`src/core/fcwp_map.vh`:
```
// Constants for the fast channel word packer
`ifndef FCWP_MAP_VH
`define FCWP_MAP_VH
`define FCWP_SLICE_W      12
`define FCWP_WORD_W       60
`define FCWP_SLICES       3'h5
`define FCWP_CNT_RST      3'h0
`define FCWP_ADDR_W       18
`define FCWP_BUF_LEN_RST  18'h01000
`define FCWP_BLOCK_BIT    17
`define FCWP_EXIT_CODE    9'h00b
`endif

```
`src/core/fcwp_out_ranks.v`:
```
// Three-rank outbound slice pipeline for the fast channel
`timescale 1ns/1ps
module fcwp_out_ranks
#(
  parameter W = 12
)
(
  // Clock and control
  input  wire         ref_clk,
  input  wire         sys_rst,
  input  wire         clk_en,
  input  wire         flush,
  // Load from the output control
  input  wire         load,
  input  wire [W-1:0] load_data,
  // Resume from the unit, taken straight off the pin by the caller, no retiming
  input  wire         unit_resume,
  // Status and data
  output wire         ranks_full,
  output wire         rank_c_valid,
  output reg  [W-1:0] rank_c
);
  reg [W-1:0] rank_a;
  reg [W-1:0] rank_b;
  reg         va;
  reg         vb;
  reg         vc;

  // An empty rank pulls the slice in front of it, one rank per clock
  wire take_c = vc ? unit_resume : 1'b1;
  wire mv_bc  = vb && take_c;
  wire take_b = !vb || mv_bc;
  wire mv_ab  = va && take_b;

  assign ranks_full   = va && vb && vc;
  assign rank_c_valid = vc;

  // --------------------------------------------------------------
  // Rank registers
  // --------------------------------------------------------------
  always @(posedge ref_clk)
  begin
    if (sys_rst || flush)
    begin
      rank_a <= {W{1'b0}};
      rank_b <= {W{1'b0}};
      rank_c <= {W{1'b0}};
      va     <= 1'b0;
      vb     <= 1'b0;
      vc     <= 1'b0;
    end
    else if (clk_en)
    begin
      // Third rank stands until the unit resumes (see RL16)
      if (mv_bc)
      begin
        rank_c <= rank_b;
        vc     <= 1'b1;
      end
      else if (vc && unit_resume)
      begin
        rank_c <= {W{1'b0}};
        vc     <= 1'b0;
      end
      if (mv_ab)
      begin
        rank_b <= rank_a;
        vb     <= 1'b1;
      end
      else if (mv_bc)
        vb <= 1'b0;
      // First rank loaded on each word pulse (see RL14)
      if (load)
      begin
        rank_a <= load_data;
        va     <= 1'b1;
      end
      else if (mv_ab)
        va <= 1'b0;
    end
  end
endmodule

```
`src/core/fcwp_top.v`:
```
// Fast channel word packer: inbound packing and outbound three-rank unpacking
// How it works
// (RL1) Exit with block bit keeps interrupt flags
// (RL2) Unit stops reading at record length
// (RL3) Inbound word and record pulses not synchronised
// (RL4) Input reset clears counter, loads start address
// (RL5) First slice lands in top bits
// (RL6) Static resume while assembling
// (RL7) Five slices: request, drop resume, hold off
// (RL8) Accept: advance address, clear request, resume
// (RL9) Memory accept delay may be anything
// (RL10) Input threshold and record interrupts as normal
// (RL11) Outbound resume direct; three 12-bit ranks
// (RL12) Output reset loads start, requests word
// (RL13) Word arrival: clear count, pulses, top slice
// (RL14) Forward record pulse; load rank, word pulse
// (RL15) Word pulse suppressed during lockout
// (RL16) One rank per clock; C holds until resume
// (RL17) Internal resume sends next slice
// (RL18) Each further slice advances output address; the code advances it only after the fifth slice of a word
// (RL19) Full ranks withhold internal resume
// (RL20) After fifth slice request next word
// (RL21) Ranks drain, then halt until word
// (RL22) Unit resumes per slice; data held
// (RL23) Output threshold interrupts as normal
// (RL24) Interrupt at each half buffer
// (RL25) Lockout until exchange exit
// (RL26) Record pulse interrupts, zero-fills word
// (RL27) Reset clears ranks, counters, requests, pulses
`timescale 1ns/1ps
`include "fcwp_map.vh"
module fcwp_top
#(
  parameter AW = `FCWP_ADDR_W,
  parameter SW = `FCWP_SLICE_W,
  parameter WW = `FCWP_WORD_W
)
(
  // Clock, reset, enable
  input  wire          ref_clk,
  input  wire          sys_rst,
  input  wire          clk_en,
  // Buffer configuration
  input  wire [AW-1:0] in_buf_start,
  input  wire [AW-1:0] in_buf_len,
  input  wire [AW-1:0] out_buf_start,
  input  wire [AW-1:0] out_buf_len,
  // Reset instructions, one-cycle pulses
  input  wire          reset_in_chan,
  input  wire          reset_out_buf,
  // Exchange exit control
  input  wire          exchange_exit,
  input  wire [8:0]    exit_opcode,
  input  wire [AW-1:0] error_exit_address,
  // Inbound channel from the peripheral_processor_unit
  input  wire          ppu_in_word,
  input  wire          ppu_in_record,
  input  wire [SW-1:0] ppu_in_data,
  output wire          ppu_in_resume,
  // Outbound channel to the peripheral_processor_unit
  output reg           ppu_out_word,
  output reg           ppu_out_record,
  output wire [SW-1:0] ppu_out_data,
  input  wire          ppu_out_resume,
  // Central_memory write side
  output reg           cm_wr_req,
  output reg  [AW-1:0] cm_wr_addr,
  output reg  [WW-1:0] cm_wr_data,
  input  wire          cm_wr_accept,
  // Central_memory read side
  output reg           cm_rd_req,
  output reg  [AW-1:0] cm_rd_addr,
  input  wire          cm_rd_accept,
  input  wire          cm_rd_valid,
  input  wire [WW-1:0] cm_rd_data,
  // Interrupt requests and lockout status
  output reg           in_irq,
  output reg           out_irq,
  output reg           in_lockout,
  output reg           out_lockout
);

  // ------------------------------------------------------------------
  // Shared helpers
  // ------------------------------------------------------------------
  // True when the next address lands on a half-buffer boundary
  function at_half;
    input [AW-1:0] start;
    input [AW-1:0] len;
    input [AW-1:0] addr;
    reg   [AW-1:0] rel;
    begin
      rel     = addr - start;
      at_half = (rel == (len >> 1)) || (rel == len);
    end
  endfunction

  // Wraps the buffer address back to start for circular use
  function [AW-1:0] next_addr;
    input [AW-1:0] start;
    input [AW-1:0] len;
    input [AW-1:0] addr;
    begin
      if (addr + {{(AW-1){1'b0}}, 1'b1} - start >= len)
        next_addr = start;
      else
        next_addr = addr + {{(AW-1){1'b0}}, 1'b1};
    end
  endfunction

  // An exit only releases lockout when the block bit is clear
  wire exit_release = exchange_exit && (exit_opcode == `FCWP_EXIT_CODE) &&
                      !error_exit_address[`FCWP_BLOCK_BIT]; // see RL1

  // ------------------------------------------------------------------
  // Inbound packing
  // ------------------------------------------------------------------
  reg [2:0]    asm_cnt;
  reg [AW-1:0] in_addr;
  reg          in_irq_pend;

  // Static resume: dropped while the memory request or lockout stands
  assign ppu_in_resume = !cm_wr_req && !in_lockout; // see RL6
  // Pulses are used straight from the pins, no retiming stages
  wire in_word_ok = ppu_in_word && ppu_in_resume;   // see RL3
  wire in_rec_ok  = ppu_in_record && !cm_wr_req;     // see RL3
  wire in_last    = in_word_ok && (asm_cnt == `FCWP_SLICES - 3'h1);
  // Half-buffer crossing on the store that is being accepted
  wire in_thresh  = cm_wr_req && cm_wr_accept &&
                    at_half(in_buf_start, in_buf_len, in_addr + {{(AW-1){1'b0}}, 1'b1});

  always @(posedge ref_clk)
  begin
    if (sys_rst)
    begin
      asm_cnt    <= `FCWP_CNT_RST;
      in_addr    <= {AW{1'b0}};
      cm_wr_req  <= 1'b0;
      cm_wr_addr <= {AW{1'b0}};
      cm_wr_data <= {WW{1'b0}};
      in_irq     <= 1'b0;
      in_irq_pend <= 1'b0;
      in_lockout <= 1'b0;
    end
    else if (clk_en)
    begin
      in_irq <= 1'b0;
      if (reset_in_chan)
      begin
        asm_cnt    <= `FCWP_CNT_RST;       // see RL4
        in_addr    <= in_buf_start;        // see RL4
        cm_wr_req  <= 1'b0;
        cm_wr_data <= {WW{1'b0}};
      end
      else if (cm_wr_req)
      begin
        // Accept may take any number of cycles (see RL9)
        if (cm_wr_accept)
        begin
          cm_wr_req  <= 1'b0;                                          // see RL8
          in_addr    <= next_addr(in_buf_start, in_buf_len, in_addr); // see RL8
          cm_wr_data <= {WW{1'b0}};
        end
      end
      else if (in_word_ok)
      begin
        // Slices fill from the top down (see RL5)
        cm_wr_data <= cm_wr_data |
                      ({{(WW-SW){1'b0}}, ppu_in_data} << (SW * (`FCWP_SLICES - 3'h1 - asm_cnt)));
        if (in_last)
        begin
          cm_wr_req  <= 1'b1;              // see RL7
          cm_wr_addr <= in_addr;
          asm_cnt    <= `FCWP_CNT_RST;     // see RL7
        end
        else
          asm_cnt <= asm_cnt + 3'h1;
      end
      else if (in_rec_ok)
      begin
        // Record ends: store partial word, unused slices already zero (see RL26)
        if (asm_cnt != `FCWP_CNT_RST)
        begin
          cm_wr_req  <= 1'b1;
          cm_wr_addr <= in_addr;
          asm_cnt    <= `FCWP_CNT_RST;
        end
      end
      // Threshold and record interrupts, held back under lockout (see RL10)
      if (in_thresh || in_rec_ok || (in_irq_pend && exit_release))
      begin
        if (in_lockout && !exit_release)
          in_irq_pend <= 1'b1;             // see RL25
        else
        begin
          in_irq      <= 1'b1;             // see RL24
          in_irq_pend <= 1'b0;
          in_lockout  <= 1'b1;
        end
      end
      else if (exit_release)
        in_lockout <= 1'b0;                // see RL25
    end
  end

  // ------------------------------------------------------------------
  // Outbound unpacking
  // ------------------------------------------------------------------
  reg [WW-1:0] dis_reg;
  reg [2:0]    dis_cnt;
  reg          dis_busy;
  reg          int_resume;
  reg          first_pulse;
  reg          rd_pend;
  reg [AW-1:0] out_addr;
  reg          out_irq_pend;
  wire         ranks_full;
  wire         rank_c_valid;
  wire [SW-1:0] rank_c;

  // Resume from the unit taken straight off the pin (see RL11)
  wire unit_resume = ppu_out_resume;
  // Rank C holds each slice stable on the data lines until the unit resumes (see RL22)
  assign ppu_out_data = rank_c;

  // Next slice may go when ranks have room; the first slice of a word waits too,
  // otherwise a slow unit would lose the slice still standing in the first rank
  wire send_slice = dis_busy && (first_pulse || int_resume) &&
                    (!ranks_full || unit_resume); // see RL19
  // Lockout holds back loading of the first rank as well, so a slice is never loaded twice
  wire slice_go   = send_slice && !out_lockout;   // see RL15
  wire last_slice = slice_go && (dis_cnt == `FCWP_SLICES - 3'h1);
  wire out_thresh = last_slice && at_half(out_buf_start, out_buf_len,
                                          out_addr + {{(AW-1){1'b0}}, 1'b1});

  // Three ranks between the disassembly register and the unit (see RL11)
  fcwp_out_ranks #(.W(SW)) u_ranks
  (
    .ref_clk      (ref_clk),
    .sys_rst      (sys_rst),
    .clk_en       (clk_en),
    .flush        (reset_out_buf),
    .load         (slice_go),
    .load_data    (dis_reg[WW-1 -: SW]),
    .unit_resume  (unit_resume),
    .ranks_full   (ranks_full),
    .rank_c_valid (rank_c_valid),
    .rank_c       (rank_c)
  );

  // Output control sequencing
  always @(posedge ref_clk)
  begin
    if (sys_rst)
    begin
      dis_reg        <= {WW{1'b0}};
      dis_cnt        <= `FCWP_CNT_RST;     // see RL27
      dis_busy       <= 1'b0;
      int_resume     <= 1'b0;
      first_pulse    <= 1'b0;
      rd_pend        <= 1'b0;
      out_addr       <= {AW{1'b0}};
      cm_rd_req      <= 1'b0;              // see RL27
      cm_rd_addr     <= {AW{1'b0}};
      ppu_out_word   <= 1'b0;              // see RL27
      ppu_out_record <= 1'b0;
      out_irq        <= 1'b0;
      out_irq_pend   <= 1'b0;
      out_lockout    <= 1'b0;
    end
    else if (clk_en)
    begin
      ppu_out_word   <= 1'b0;
      ppu_out_record <= 1'b0;
      out_irq        <= 1'b0;
      first_pulse    <= 1'b0;
      if (reset_out_buf)
      begin
        out_addr   <= out_buf_start;       // see RL12
        cm_rd_req  <= 1'b1;                // see RL12
        cm_rd_addr <= out_buf_start;
        rd_pend    <= 1'b1;
        dis_busy   <= 1'b0;
        dis_cnt    <= `FCWP_CNT_RST;
        int_resume <= 1'b0;
      end
      else
      begin
        if (cm_rd_req && cm_rd_accept)
          cm_rd_req <= 1'b0;
        if (rd_pend && cm_rd_valid)
        begin
          dis_reg     <= cm_rd_data;        // see RL13
          dis_cnt     <= `FCWP_CNT_RST;     // see RL13
          dis_busy    <= 1'b1;
          rd_pend     <= 1'b0;
          first_pulse <= 1'b1;
          // Record pulse only at the start of a record
          ppu_out_record <= (out_addr == out_buf_start); // see RL14
        end
        else if (slice_go)
        begin
          ppu_out_word <= 1'b1;                          // see RL15
          dis_reg      <= dis_reg << SW;                 // see RL17
          int_resume   <= !ranks_full || unit_resume;   // see RL19
          if (last_slice)
          begin
            // Fifth slice sent: fetch the next word, ranks drain (see RL20)
            dis_busy   <= 1'b0;                          // see RL21
            out_addr   <= next_addr(out_buf_start, out_buf_len, out_addr); // see RL18
            cm_rd_req  <= 1'b1;
            cm_rd_addr <= next_addr(out_buf_start, out_buf_len, out_addr);
            rd_pend    <= 1'b1;
          end
          else
          begin
            // Address stays on this word until its fifth slice is out (see RL18)
            dis_cnt <= dis_cnt + 3'h1;
          end
        end
        else if (!first_pulse && !int_resume && dis_busy && unit_resume)
          int_resume <= 1'b1;                            // see RL19
        // A first slice held back by full ranks or lockout goes later
        if (first_pulse && !slice_go)
          int_resume <= 1'b1;                            // see RL17
      end
      // Output half-buffer interrupts with lockout (see RL23)
      if (out_thresh || (out_irq_pend && exit_release))
      begin
        if (out_lockout && !exit_release)
          out_irq_pend <= 1'b1;                          // see RL25
        else
        begin
          out_irq      <= 1'b1;                          // see RL24
          out_irq_pend <= 1'b0;
          out_lockout  <= 1'b1;
        end
      end
      else if (exit_release)
        out_lockout <= 1'b0;
    end
  end
endmodule

```
`config.mk`:
```
export PLATFORM = sky130hd
export DESIGN_NAME = fcwp_top
export DESIGN_NICKNAME = d
export VERILOG_FILES = /design/src/core/fcwp_out_ranks.v /design/src/core/fcwp_top.v
export VERILOG_INCLUDE_DIRS = /design/src /design/src/core
export SDC_FILE = /design/constraint.sdc
export NUM_CORES = 1
export LEC_CHECK = 0
export ABC_AREA = 1
export ABC_CLOCK_PERIOD_IN_PS = 13700
export BUFFER_PORTS_ARGS = -buffer_cell sky130_fd_sc_hd__buf_2
export CAP_MARGIN = 15
export CORE_MARGIN = 2
export CORE_UTILIZATION = 40
export DETAILED_ROUTE_END_ITERATION = 8
export HOLD_SLACK_MARGIN = 0.1
export PLACE_DENSITY = 0.62
export SYNTH_ARGS = -nofsm -noshare
export SYNTH_HDL_FRONTEND = slang
export SYNTH_SLANG_ARGS = --single-unit
```
`constraint.sdc`:
```
create_clock -name ref_clk -period 13.7 [get_ports ref_clk]
set_input_delay 1.37 -clock ref_clk [delete_from_list [all_inputs] [get_ports ref_clk]]
set_output_delay 1.37 -clock ref_clk [all_outputs]
set_load 0.02 [all_outputs]
```
==> metrics, run 1 <==
overall global routing resource usage 22.40%; cell repeated most along the worst path sky130_fd_sc_hd__nand2_1; endpoint of the worst register-to-register path in_addr[3]$_SDFFE_PP0P_; via count normalized by instance count 5.073; clock buffers created by TritonCTS 27; fraction of synthesized cell area in xor and xnor cells 3.808%; first-pass GRT wire length 67630 um; mux cell area share after synthesis 0%; Post-synth EDFFs 0; simple-gate area share of the yosys netlist 27.53%; post-synth net total 2426; yosys warns 0; final setup violation count 0; internal reg-to-reg setup slack 7720 ps; total number of clock tree sinks 233; number of global-route vias before repair 13410; total core area 35310 um2; netlist area before placement 14230 um2; fraction of the mapped netlist area in compound gates 18.04%; final number of max-transition violations 0; Pre-Repair DR Iteration Count 7; top cell type's share of synthesized area 32.79%; post-synthesis sequential element count 233; top cells by area in the synthesized netlist sky130_fd_sc_hd__dfxtp_1 (33%), sky130_fd_sc_hd__nand2_1 (13%), sky130_fd_sc_hd__inv_1 (7.6%); cell type with the highest aggregate area in the netlist sky130_fd_sc_hd__dfxtp_1; die span in y 192.6 um; effective utilization at floorplan 40.29%; via count 14600; htree depth 1; worst-case clock buffer depth 3; Worst Setup Slack post-DPL 7718 ps; worst setup margin 7718 ps; Worst path slowest cell sky130_fd_sc_hd__nor4_1; Root Buffer Master sky130_fd_sc_hd__clkbuf_16; placer congestion estimate 0.8855; post-layout instance count excluding filler cells 2878; register area share after synthesis 32.79%; GRT overflow 0; leading register cell type out of synthesis sky130_fd_sc_hd__dfxtp_1; main combinational cell family by area after synthesis simple AND/OR/NAND/NOR gates; post-synthesis share of cell area spent on full adders, half adders and majority gates 7.546%; CP Capture Type register; placed cell count 2825; Final Critical Period 5982 ps; worst-case hold slack 441.0 ps; crit path from in_addr[0]$_SDFFE_PP0P_; outcome finished, final reports clean; final core utilization 47.95%; Port Buffers 282; fill cell count 3674; final non-filler cell area 16930 um2; FP Rows 69; type of the setup path with the least slack reg2reg; share of cells above drive strength 1 15.15%; post-route clock period utilization 43.67%; power per unit of standard cell area 112.1 nW/um2; number of primary I/O pins 300; clock latency on the worst-skew pair 540 ps; storage element area 4664 um2; worst reg2reg path depth 35; slew of the pin with the lowest slew margin 1118 ps; largest net degree at the start of global routing 97; highest fanout seen on the critical path 20; post_cts resized 0; antenna violation net count after detailed routing 0; die span in x 192.6 um; final routed wirelength across all metal layers 42710 um; Worst path max stage delay 540 ps; dpl cell area 15930 um2; average routed wire per standard cell 14.84 um; half-perimeter wire length after placement 32470 um; number of distinct library cells after synthesis 53; Worst-path clk slew 70 ps; Final nets 2663; number of buffers added for setup after CTS 0; maxcap violations 0; Worst setup endpoint in_addr[3]$_SDFFE_PP0P_; worst hold path class reg2reg; unrepaired setup endpoints after global routing false; final hold violation count 0; antenna violations before repair 3; DR DRC count 0; maximum clock skew at final layout 9.149 ps; total power after layout 1.897 mW; CTS tree done; layout overhead on the synthesized area 19.01%; required time of the worst setup path 14140 ps; Critical Path AT 6420 ps; Avg Synthesized Cell Area 6.589 um2; Die Area 37090 um2; static leakage 8.369 nW; worst reg2reg startpoint in_addr[0]$_SDFFE_PP0P_; sum of negative setup slack 0 ps; Achievable Freq 167.2 MHz; tightest slew margin relative to the limit 25.20%; cell count after synthesis 2159; Worst IR Drop VDD 0.0001217 V; ys async rst share 0%; critical path launch point type register; area used by multi-input combinational logic 8103 um2; number of hold buffers added after cts 0; count of routing violations after the opening detailed-route iteration 752
==> cell usage after synthesis (4+ instances only) <==
cell type / number
sky130_fd_sc_hd__nand2_1: 508
sky130_fd_sc_hd__inv_1: 288
sky130_fd_sc_hd__dfxtp_1: 233
sky130_fd_sc_hd__nor2_1: 220
sky130_fd_sc_hd__a21oi_1: 203
sky130_fd_sc_hd__o21ai_0: 159
sky130_fd_sc_hd__nand3_1: 138
sky130_fd_sc_hd__ha_1: 81
sky130_fd_sc_hd__clkbuf_1: 75
sky130_fd_sc_hd__a31oi_1: 56
sky130_fd_sc_hd__xor2_1: 37
sky130_fd_sc_hd__nand4_1: 28
sky130_fd_sc_hd__o22ai_1: 16
sky130_fd_sc_hd__nor3_1: 13
sky130_fd_sc_hd__a211oi_1: 8
sky130_fd_sc_hd__o21bai_1: 8
sky130_fd_sc_hd__xnor2_1: 8
sky130_fd_sc_hd__nor4_1: 7
sky130_fd_sc_hd__buf_2: 6
sky130_fd_sc_hd__a221oi_1: 4
sky130_fd_sc_hd__inv_2: 4
sky130_fd_sc_hd__o21ai_1: 4
==> metal layers <==
layer  global-route usage [%]  vias up  wire length, um
met5                        0        -               27
met1                    29.83     6634            19620
li1                         -     7555                -
met3                    4.419       51             2738
met4                    4.668        4              725
met2                    37.48      357            19610
==> logic make-up after synthesis <==
kind of cell               count (synthesis)
and+or+nand+nor                          938
AOI/OAI and AO/OA                        473
buffers and inverters                    380
DFF                                      233
adders and majority gates                 84
xor gates and xnor gates                  51
==> power by group <==
group	leakage [nW]	switching [mW]	total (mW)	internal, mW
clock	0.471	0.297	0.776	0.479
sequential	1.89	0.0176	0.713	0.696
combinational	6.01	0.260	0.408	0.148
total	8.37	0.574	1.90	1.32
==> area by class of cell <==
class | count | area share (%)
Multi-Input combinational cell | 1546 | 47.86
Sequential cell | 233 | 27.55
Timing Repair Buffer | 294 | 9.009
Inverter | 294 | 6.518
Clock buffer | 36 | 4.427
Tap cell | 461 | 3.407
Clock inverter | 13 | 1.212
Antenna cell | 1 | 0.01478
==> how the worst min path moves through the flow <==
stage / from / to / slack, ps / cells after the start
2_1_floorplan: u_ranks.rank_a[5]$_SDFFE_PP0P_ / u_ranks.rank_a[5]$_SDFFE_PP0P_ / 430 / 2
3_3_place_gp: cm_wr_addr[3]$_SDFFE_PP0P_ / cm_wr_addr[3]$_SDFFE_PP0P_ / 430 / 2
3_5_place_dp: cm_wr_addr[16]$_SDFFE_PP0P_ / cm_wr_addr[16]$_SDFFE_PP0P_ / 430 / 2
4_1_cts: cm_wr_addr[16]$_SDFFE_PP0P_ / cm_wr_addr[16]$_SDFFE_PP0P_ / 440 / 2
5_1_grt: u_ranks.rank_a[5]$_SDFFE_PP0P_ / u_ranks.rank_b[5]$_SDFFE_PP0P_ / 460 / 2
6_report: cm_wr_addr[16]$_SDFFE_PP0P_ / cm_wr_addr[16]$_SDFFE_PP0P_ / 440 / 2
==> critical path: cells and delay by family (launching register included) <==
kind,cells,cell delay (ps)
compound gates,2,280
simple gates,23,3170
buf+inv,6,830
fa+ha+maj,3,900
flops,1,510
xor+xnor,1,160
==> layout by cell type (no fill, tap or decap), drive strengths merged, types with 2 or more instances in the layout <==
cell,count
fa,3
a31oi,56
nor3,17
o21bai,8
xor2,37
a211oi,9
nand2,512
a2111oi,2
ha,81
xnor3,6
a21o,3
a32o,2
bufinv,5
buf,294
clkbuf,36
dfxtp,233
nand3,140
nor3b,2
nand4,28
a21boi,2
a221oi,4
clkinv,7
inv,295
o21ai,163
nor2,224
o22ai,16
nor4,8
a21oi,204
xnor2,8
and2,3
nand3b,2
(Power assumes the default switching activity.)
==> inputs of run 2 (changes only) <==
--- a/config.mk
+++ b/config.mk
@@ -7,14 +7,14 @@
 export NUM_CORES = 1
 export LEC_CHECK = 0
 export ABC_AREA = 1
-export ABC_CLOCK_PERIOD_IN_PS = 13700
+export ABC_CLOCK_PERIOD_IN_PS = 5280
 export BUFFER_PORTS_ARGS = -buffer_cell sky130_fd_sc_hd__buf_2
 export CAP_MARGIN = 15
 export CORE_MARGIN = 2
 export CORE_UTILIZATION = 40
 export DETAILED_ROUTE_END_ITERATION = 8
 export HOLD_SLACK_MARGIN = 0.1
-export PLACE_DENSITY = 0.62
+export PLACE_DENSITY = 0.64
 export SYNTH_ARGS = -nofsm -noshare
 export SYNTH_HDL_FRONTEND = slang
 export SYNTH_SLANG_ARGS = --single-unit
==> constraint.sdc (replaced) <==
create_clock -name ref_clk -period 5.28 [get_ports ref_clk]
set_input_delay 0.528 -clock ref_clk [delete_from_list [all_inputs] [get_ports ref_clk]]
set_output_delay 0.528 -clock ref_clk [all_outputs]
set_load 0.02 [all_outputs]
==> run 2 against run 1 <==
- clock power rose by 140%
- worst hold slack got worse by 200 ps
- critical path depth fell by 6
- global-route usage fell by 0.27 points
- wire length rose by 0.29%
- clock-buffer cell count rose by 3
- fmax rose by 25%
- highest routed layer is now met4
- worst setup slack got worse by 7200 ps
==> metrics, run 2 (synthesis gave the netlist of run 1 again) <==
static leakage 8.378 nW; htree depth 1; area used by multi-input combinational logic 8169 um2; maxcap violations 0; slew of the pin with the lowest slew margin 1119 ps; tightest slew margin relative to the limit 25.12%; count of routing violations after the opening detailed-route iteration 772; highest fanout seen on the critical path 34; required time of the worst setup path 5700 ps; GRT overflow 0; critical path launch point type register; layout overhead on the synthesized area 19.61%; total power after layout 4.789 mW; Final Critical Period 4775 ps; FP Rows 69; power per unit of standard cell area 281.4 nW/um2; die span in x 192.6 um; sum of negative setup slack 0 ps; number of global-route vias before repair 13680; final hold violation count 0; die span in y 192.6 um; number of primary I/O pins 300; type of the setup path with the least slack reg2reg; worst reg2reg path depth 29; DR DRC count 0; Root Buffer Master sky130_fd_sc_hd__clkbuf_16; Achievable Freq 209.4 MHz; placer congestion estimate 0.8989; outcome finished, final reports clean; clock latency on the worst-skew pair 550 ps; CTS tree done; commonest non-fill, non-tap cell in the layout sky130_fd_sc_hd__nand2_1; Port Buffers 282; via count normalized by instance count 5.041; Worst path max stage delay 390 ps; first-pass GRT wire length 67340 um; worst-case clock buffer depth 3; post-route clock period utilization 90.44%; maximum clock skew at final layout 9.076 ps; Pre-Repair DR Iteration Count 5; total core area 35310 um2; Final nets 2674; clock buffers created by TritonCTS 27; most frequent cells in the layout sky130_fd_sc_hd__nand2_1 (505), sky130_fd_sc_hd__inv_1 (286), sky130_fd_sc_hd__buf_2 (282); fill cell count 3688; Worst-path clk slew 70 ps; share of cells above drive strength 1 16.23%; placed cell count 2834; average routed wire per standard cell 14.83 um; worst hold path class in2reg; antenna violations before repair 0; CP Capture Type register; overall global routing resource usage 22.13%; antenna violation net count after detailed routing 0; Cells on Worst Hold Path 3; post-layout instance count excluding filler cells 2889; total number of clock tree sinks 233; effective utilization at floorplan 40.29%; largest net degree at the start of global routing 77; final setup violation count 0; Die Area 37090 um2; half-perimeter wire length after placement 32550 um; cell repeated most along the worst path sky130_fd_sc_hd__nand2_1; final routed wirelength across all metal layers 42840 um; storage element area 4668 um2; final number of max-transition violations 0; via count 14560; Critical Path AT 5190 ps; Worst IR Drop VDD 0.0002966 V; Worst path slowest cell sky130_fd_sc_hd__dfxtp_2
==> run 2: cell type report <==
cell class / count / share of cell area, %
Sequential cell: 233 / 27.43
Timing Repair Buffer: 303 / 9.390
Timing Repair inverter: 2 / 0.08824
Multi-Input combinational cell: 1546 / 48.01
Inverter: 294 / 6.507
Antenna cell: 1 / 0.01471
Clock inverter: 10 / 0.5221
Clock buffer: 39 / 4.647
Tap cell: 461 / 3.390
==> run 2: report_power, final <==
group          total [mW]  internal [mW]  switching, mW
Clock                1.85           1.09          0.763
Sequential           1.85           1.81         0.0439
Combinational        1.09          0.396          0.694
==> run 2: metal layers <==
layer | global-route usage (%) | share of wire, % | up-vias
met5 | 0 | 0 | -
met1 | 29.10 | 46 | 6591
li1 | - | - | 7567
met2 | 37.80 | 46 | 352
met4 | 5.050 | 2.0 | 0
met3 | 3.673 | 5.5 | 54
==> run 2: repair_timing <==
action / 4_1_cts / 5_1_grt
setup endpoints to repair: 0 / 39
buffers inserted: 0 / 2
gates resized for setup: 0 / 25
hold buffers: 0 / 0
==> run 2: through the flow <==
step           hold slack, ps  util [%]  setup WS, ps  instance area [um2]
2_1_floorplan           429.3         -         769.4                14230
3_3_place_gp            431.7     45.33         276.4                16010
3_5_place_dp            435.4     45.33         197.5                16010
4_1_cts                 227.2     47.82         162.1                16890
5_1_grt                 237.4     48.18        -16.45                17010
6_report                245.1     48.19         504.6                17020
==> run 2: worst paths after layout <==
path	slack [ps]	end	from
max	500	cm_rd_addr[5]$_SDFFE_PP0P_	cm_rd_addr[1]$_SDFFE_PP0P_
max reg2reg	500	cm_rd_addr[5]$_SDFFE_PP0P_	cm_rd_addr[1]$_SDFFE_PP0P_
min	250	dis_reg[20]$_SDFFE_PP0P_	cm_rd_data[20]
min reg2reg	440	cm_wr_addr[15]$_SDFFE_PP0P_	cm_wr_addr[15]$_SDFFE_PP0P_
==> run 2: critical path: cells and delay by family (launching register included) <==
kind / cells / cell delay (ps)
AND/OR/NAND/NOR: 15 / 1850
adder cells (fa/ha/maj): 3 / 890
buffers and inverters: 5 / 630
AO/OA/AOI/OAI: 4 / 450
XOR/XNOR: 2 / 400
flip-flops: 1 / 390
==> inputs of run 3 (changes only) <==
--- a/config.mk
+++ b/config.mk
@@ -14,7 +14,7 @@
 export CORE_UTILIZATION = 40
 export DETAILED_ROUTE_END_ITERATION = 8
 export HOLD_SLACK_MARGIN = 0.1
-export PLACE_DENSITY = 0.64
+export PLACE_DENSITY = 0.61
 export SYNTH_ARGS = -nofsm -noshare
 export SYNTH_HDL_FRONTEND = slang
 export SYNTH_SLANG_ARGS = --single-unit
==> run 3 against run 2 <==
- first-iteration DRC count down 6.6%
- sequential share of layout area shrank 0.24 points
- fmax is 0.44% lower
- worst hold slack worse by 16 ps
- wire length grew 0.25%
- cell count is 0.24% higher
- die area unchanged
- design area grew 0.90%
- power grew 5.8%
- critical path depth increased by 3
- critical endpoint unchanged
- non-clock buffer count is 5 higher
==> metrics, run 3 (synthesis gave the netlist of run 1 again) <==
layout overhead on the synthesized area 20.69%; internal power 3.528 mW; power per unit of standard cell area 295.1 nW/um2; Switching Share 30.35%; unrepaired setup endpoints after global routing false; Port Buffers 282; highest signal layer in the routed design met5; total length of routed met3 wires 2705 um; largest net degree at the start of global routing 77; count of routing violations after the opening detailed-route iteration 721; clock latency on the worst-skew pair 560 ps; sum of met2 wire segment lengths after detailed routing 19860 um; part of the power in the clock network 41.8%; hold_sp cm_rd_data[46]; worst-case hold path end point dis_reg[46]$_SDFFE_PP0P_; tightest slew margin relative to the limit 26.74%; share of cells above drive strength 1 16.52%; most frequent cells in the layout sky130_fd_sc_hd__nand2_1 (504), sky130_fd_sc_hd__inv_1 (286), sky130_fd_sc_hd__buf_2 (283); GRT overflow 0; Final Critical Period 4796 ps; CP Capture Type register; worst hold path class in2reg; portion of total power attributed to sequential cells 36.5%; Worst path max stage delay 400 ps; final core utilization 48.62%; cell repeated most along the worst path sky130_fd_sc_hd__nand2_1; CTS tree done; slew of the pin with the lowest slew margin 1095 ps; static leakage 8.455 nW; worst-case clock buffer depth 3; worst reg2reg startpoint cm_rd_addr[1]$_SDFFE_PP0P_; Cells on Worst Hold Path 3; antenna violation net count after detailed routing 0; number of hold buffers added after cts 0; highest fanout seen on the critical path 34; placer congestion estimate 0.9196; effective utilization at floorplan 40.29%; storage element area 4668 um2; total number of clock tree sinks 233; crit path from cm_rd_addr[1]$_SDFFE_PP0P_; required time of the worst setup path 5690 ps; sum of negative setup slack 0 ps; outcome finished, final reports clean; final routed wirelength across all metal layers 42950 um; DR DRC count 0; maximum clock skew at final layout 18.07 ps; first-pass GRT wire length 67810 um; total core area 35310 um2; post-route clock period utilization 90.84%; Critical Path AT 5210 ps; area used by multi-input combinational logic 8162 um2; die span in y 192.6 um; antenna violations before repair 2; switching power total 1.538 mW; FP Rows 69; average routed wire per standard cell 14.83 um; worst reg2reg path depth 32; Worst path slowest cell sky130_fd_sc_hd__dfxtp_2; clock buffers created by TritonCTS 28; htree depth 1; Worst IR Drop VDD 0.0002632 V; commonest non-fill, non-tap cell in the layout sky130_fd_sc_hd__nand2_1; number of global-route vias before repair 13890; final hold violation count 0; Achievable Freq 208.5 MHz; die span in x 192.6 um; endpoint of the worst register-to-register path cm_rd_addr[5]$_SDFFE_PP0P_; type of the setup path with the least slack reg2reg; combinational power share 21.7%; final number of max-transition violations 0; internal reg-to-reg setup slack 480 ps; number of primary I/O pins 300; Root Buffer Master sky130_fd_sc_hd__clkbuf_16; Final nets 2679; via count normalized by instance count 5.087; via count 14730; overall global routing resource usage 22.33%; Pre-Repair DR Iteration Count 7; half-perimeter wire length after placement 32380 um; maxcap violations 0; fill cell count 3666; Die Area 37090 um2; final setup violation count 0; length of routed wiring on met1 19170 um; Worst-path clk slew 60 ps; critical path launch point type register
run 3: cell types whose count changed in the layout (fill, tap and decap cells not counted), moves of 2 or more:
| cell | before | now |
|---|---|---|
| sky130_fd_sc_hd__nor3_2 | 3 | 5 |
| sky130_fd_sc_hd__nand2_2 | 5 | 7 |
| sky130_fd_sc_hd__clkinv_2 | 4 | 1 |
| sky130_fd_sc_hd__buf_4 | 18 | 23 |
| sky130_fd_sc_hd__clkinv_4 | 0 | 2 |
| sky130_fd_sc_hd__bufinv_16 | 1 | 5 |
| sky130_fd_sc_hd__clkinvlp_4 | 7 | 3 |
run 3: layout make-up:
cell class / count / area share (%)
clock inverter: 11 / 1.195
tap: 461 / 3.360
inverter: 294 / 6.449
clock buffer: 41 / 4.773
timing repair inverter: 1 / 0.04373
multi-input combinational: 1546 / 47.54
sequential: 233 / 27.19
timing repair buffer: 308 / 9.437
antenna: 1 / 0.01458
run 3: metal layers:
| layer | up-vias | track usage, % |
|---|---|---|
| met5 | - | 0 |
| met4 | 4 | 6.782 |
| met3 | 83 | 4.583 |
| met2 | 397 | 37.66 |
| met1 | 6669 | 28.57 |
| li1 | 7578 | - |
run 3: stage by stage:
| step | instances | hold slack (ps) | setup slack [ps] | area [um2] | total power [mW] |
|---|---|---|---|---|---|
| finish | 2896 | 229.1 | 483.6 | 17170 | 5.066 |
| global route | 2895 | 220.8 | 6.510 | 17170 | 5.339 |
| CTS | 2888 | 198.0 | 236.8 | 17050 | 5.089 |
| detailed placement | 2836 | 433.8 | 272.0 | 16020 | 2.953 |
| global placement | 2836 | 430.6 | 297.7 | 16020 | 2.931 |
| floorplan | 2159 | 429.3 | 769.4 | 14230 | 2.626 |
run 3: worst max-delay path by stage:
stage / end / cells past startpoint
after CTS: in_addr[0]$_SDFFE_PP0P_ / 37
final: cm_rd_addr[5]$_SDFFE_PP0P_ / 32
after detailed placement: in_addr[0]$_SDFFE_PP0P_ / 37
after global routing: in_addr[5]$_SDFFE_PP0P_ / 36
after global placement: in_addr[0]$_SDFFE_PP0P_ / 37
after floorplan: cm_rd_addr[0]$_SDFFE_PP0P_ / 31
run 3: power by group through the flow:
stage | combinational [mW] | clock, mW | sequential (mW)
after floorplan | 0.721 | 0 | 1.91
after global placement | 1.05 | 0 | 1.89
after detailed placement | 1.07 | 0 | 1.89
after CTS | 1.07 | 2.17 | 1.85
after global routing | 1.24 | 2.24 | 1.86
final | 1.10 | 2.12 | 1.85
run 3: worst max-delay path: cells and delay by family, from the launching register on:
kind                       cells  cell delay, ps
AOI/OAI and AO/OA              6             770
xor gates and xnor gates       1             160
adders and majority gates      3             810
buffers and inverters          5             600
DFF                            1             400
and+or+nand+nor               17            1880
run 3: timing repair:
| item | 4_1_cts | 5_1_grt |
|---|---|---|
| buffers inserted | 0 | 6 |
| setup endpoints to repair | 0 | 36 |
| resized for setup | 0 | 22 |
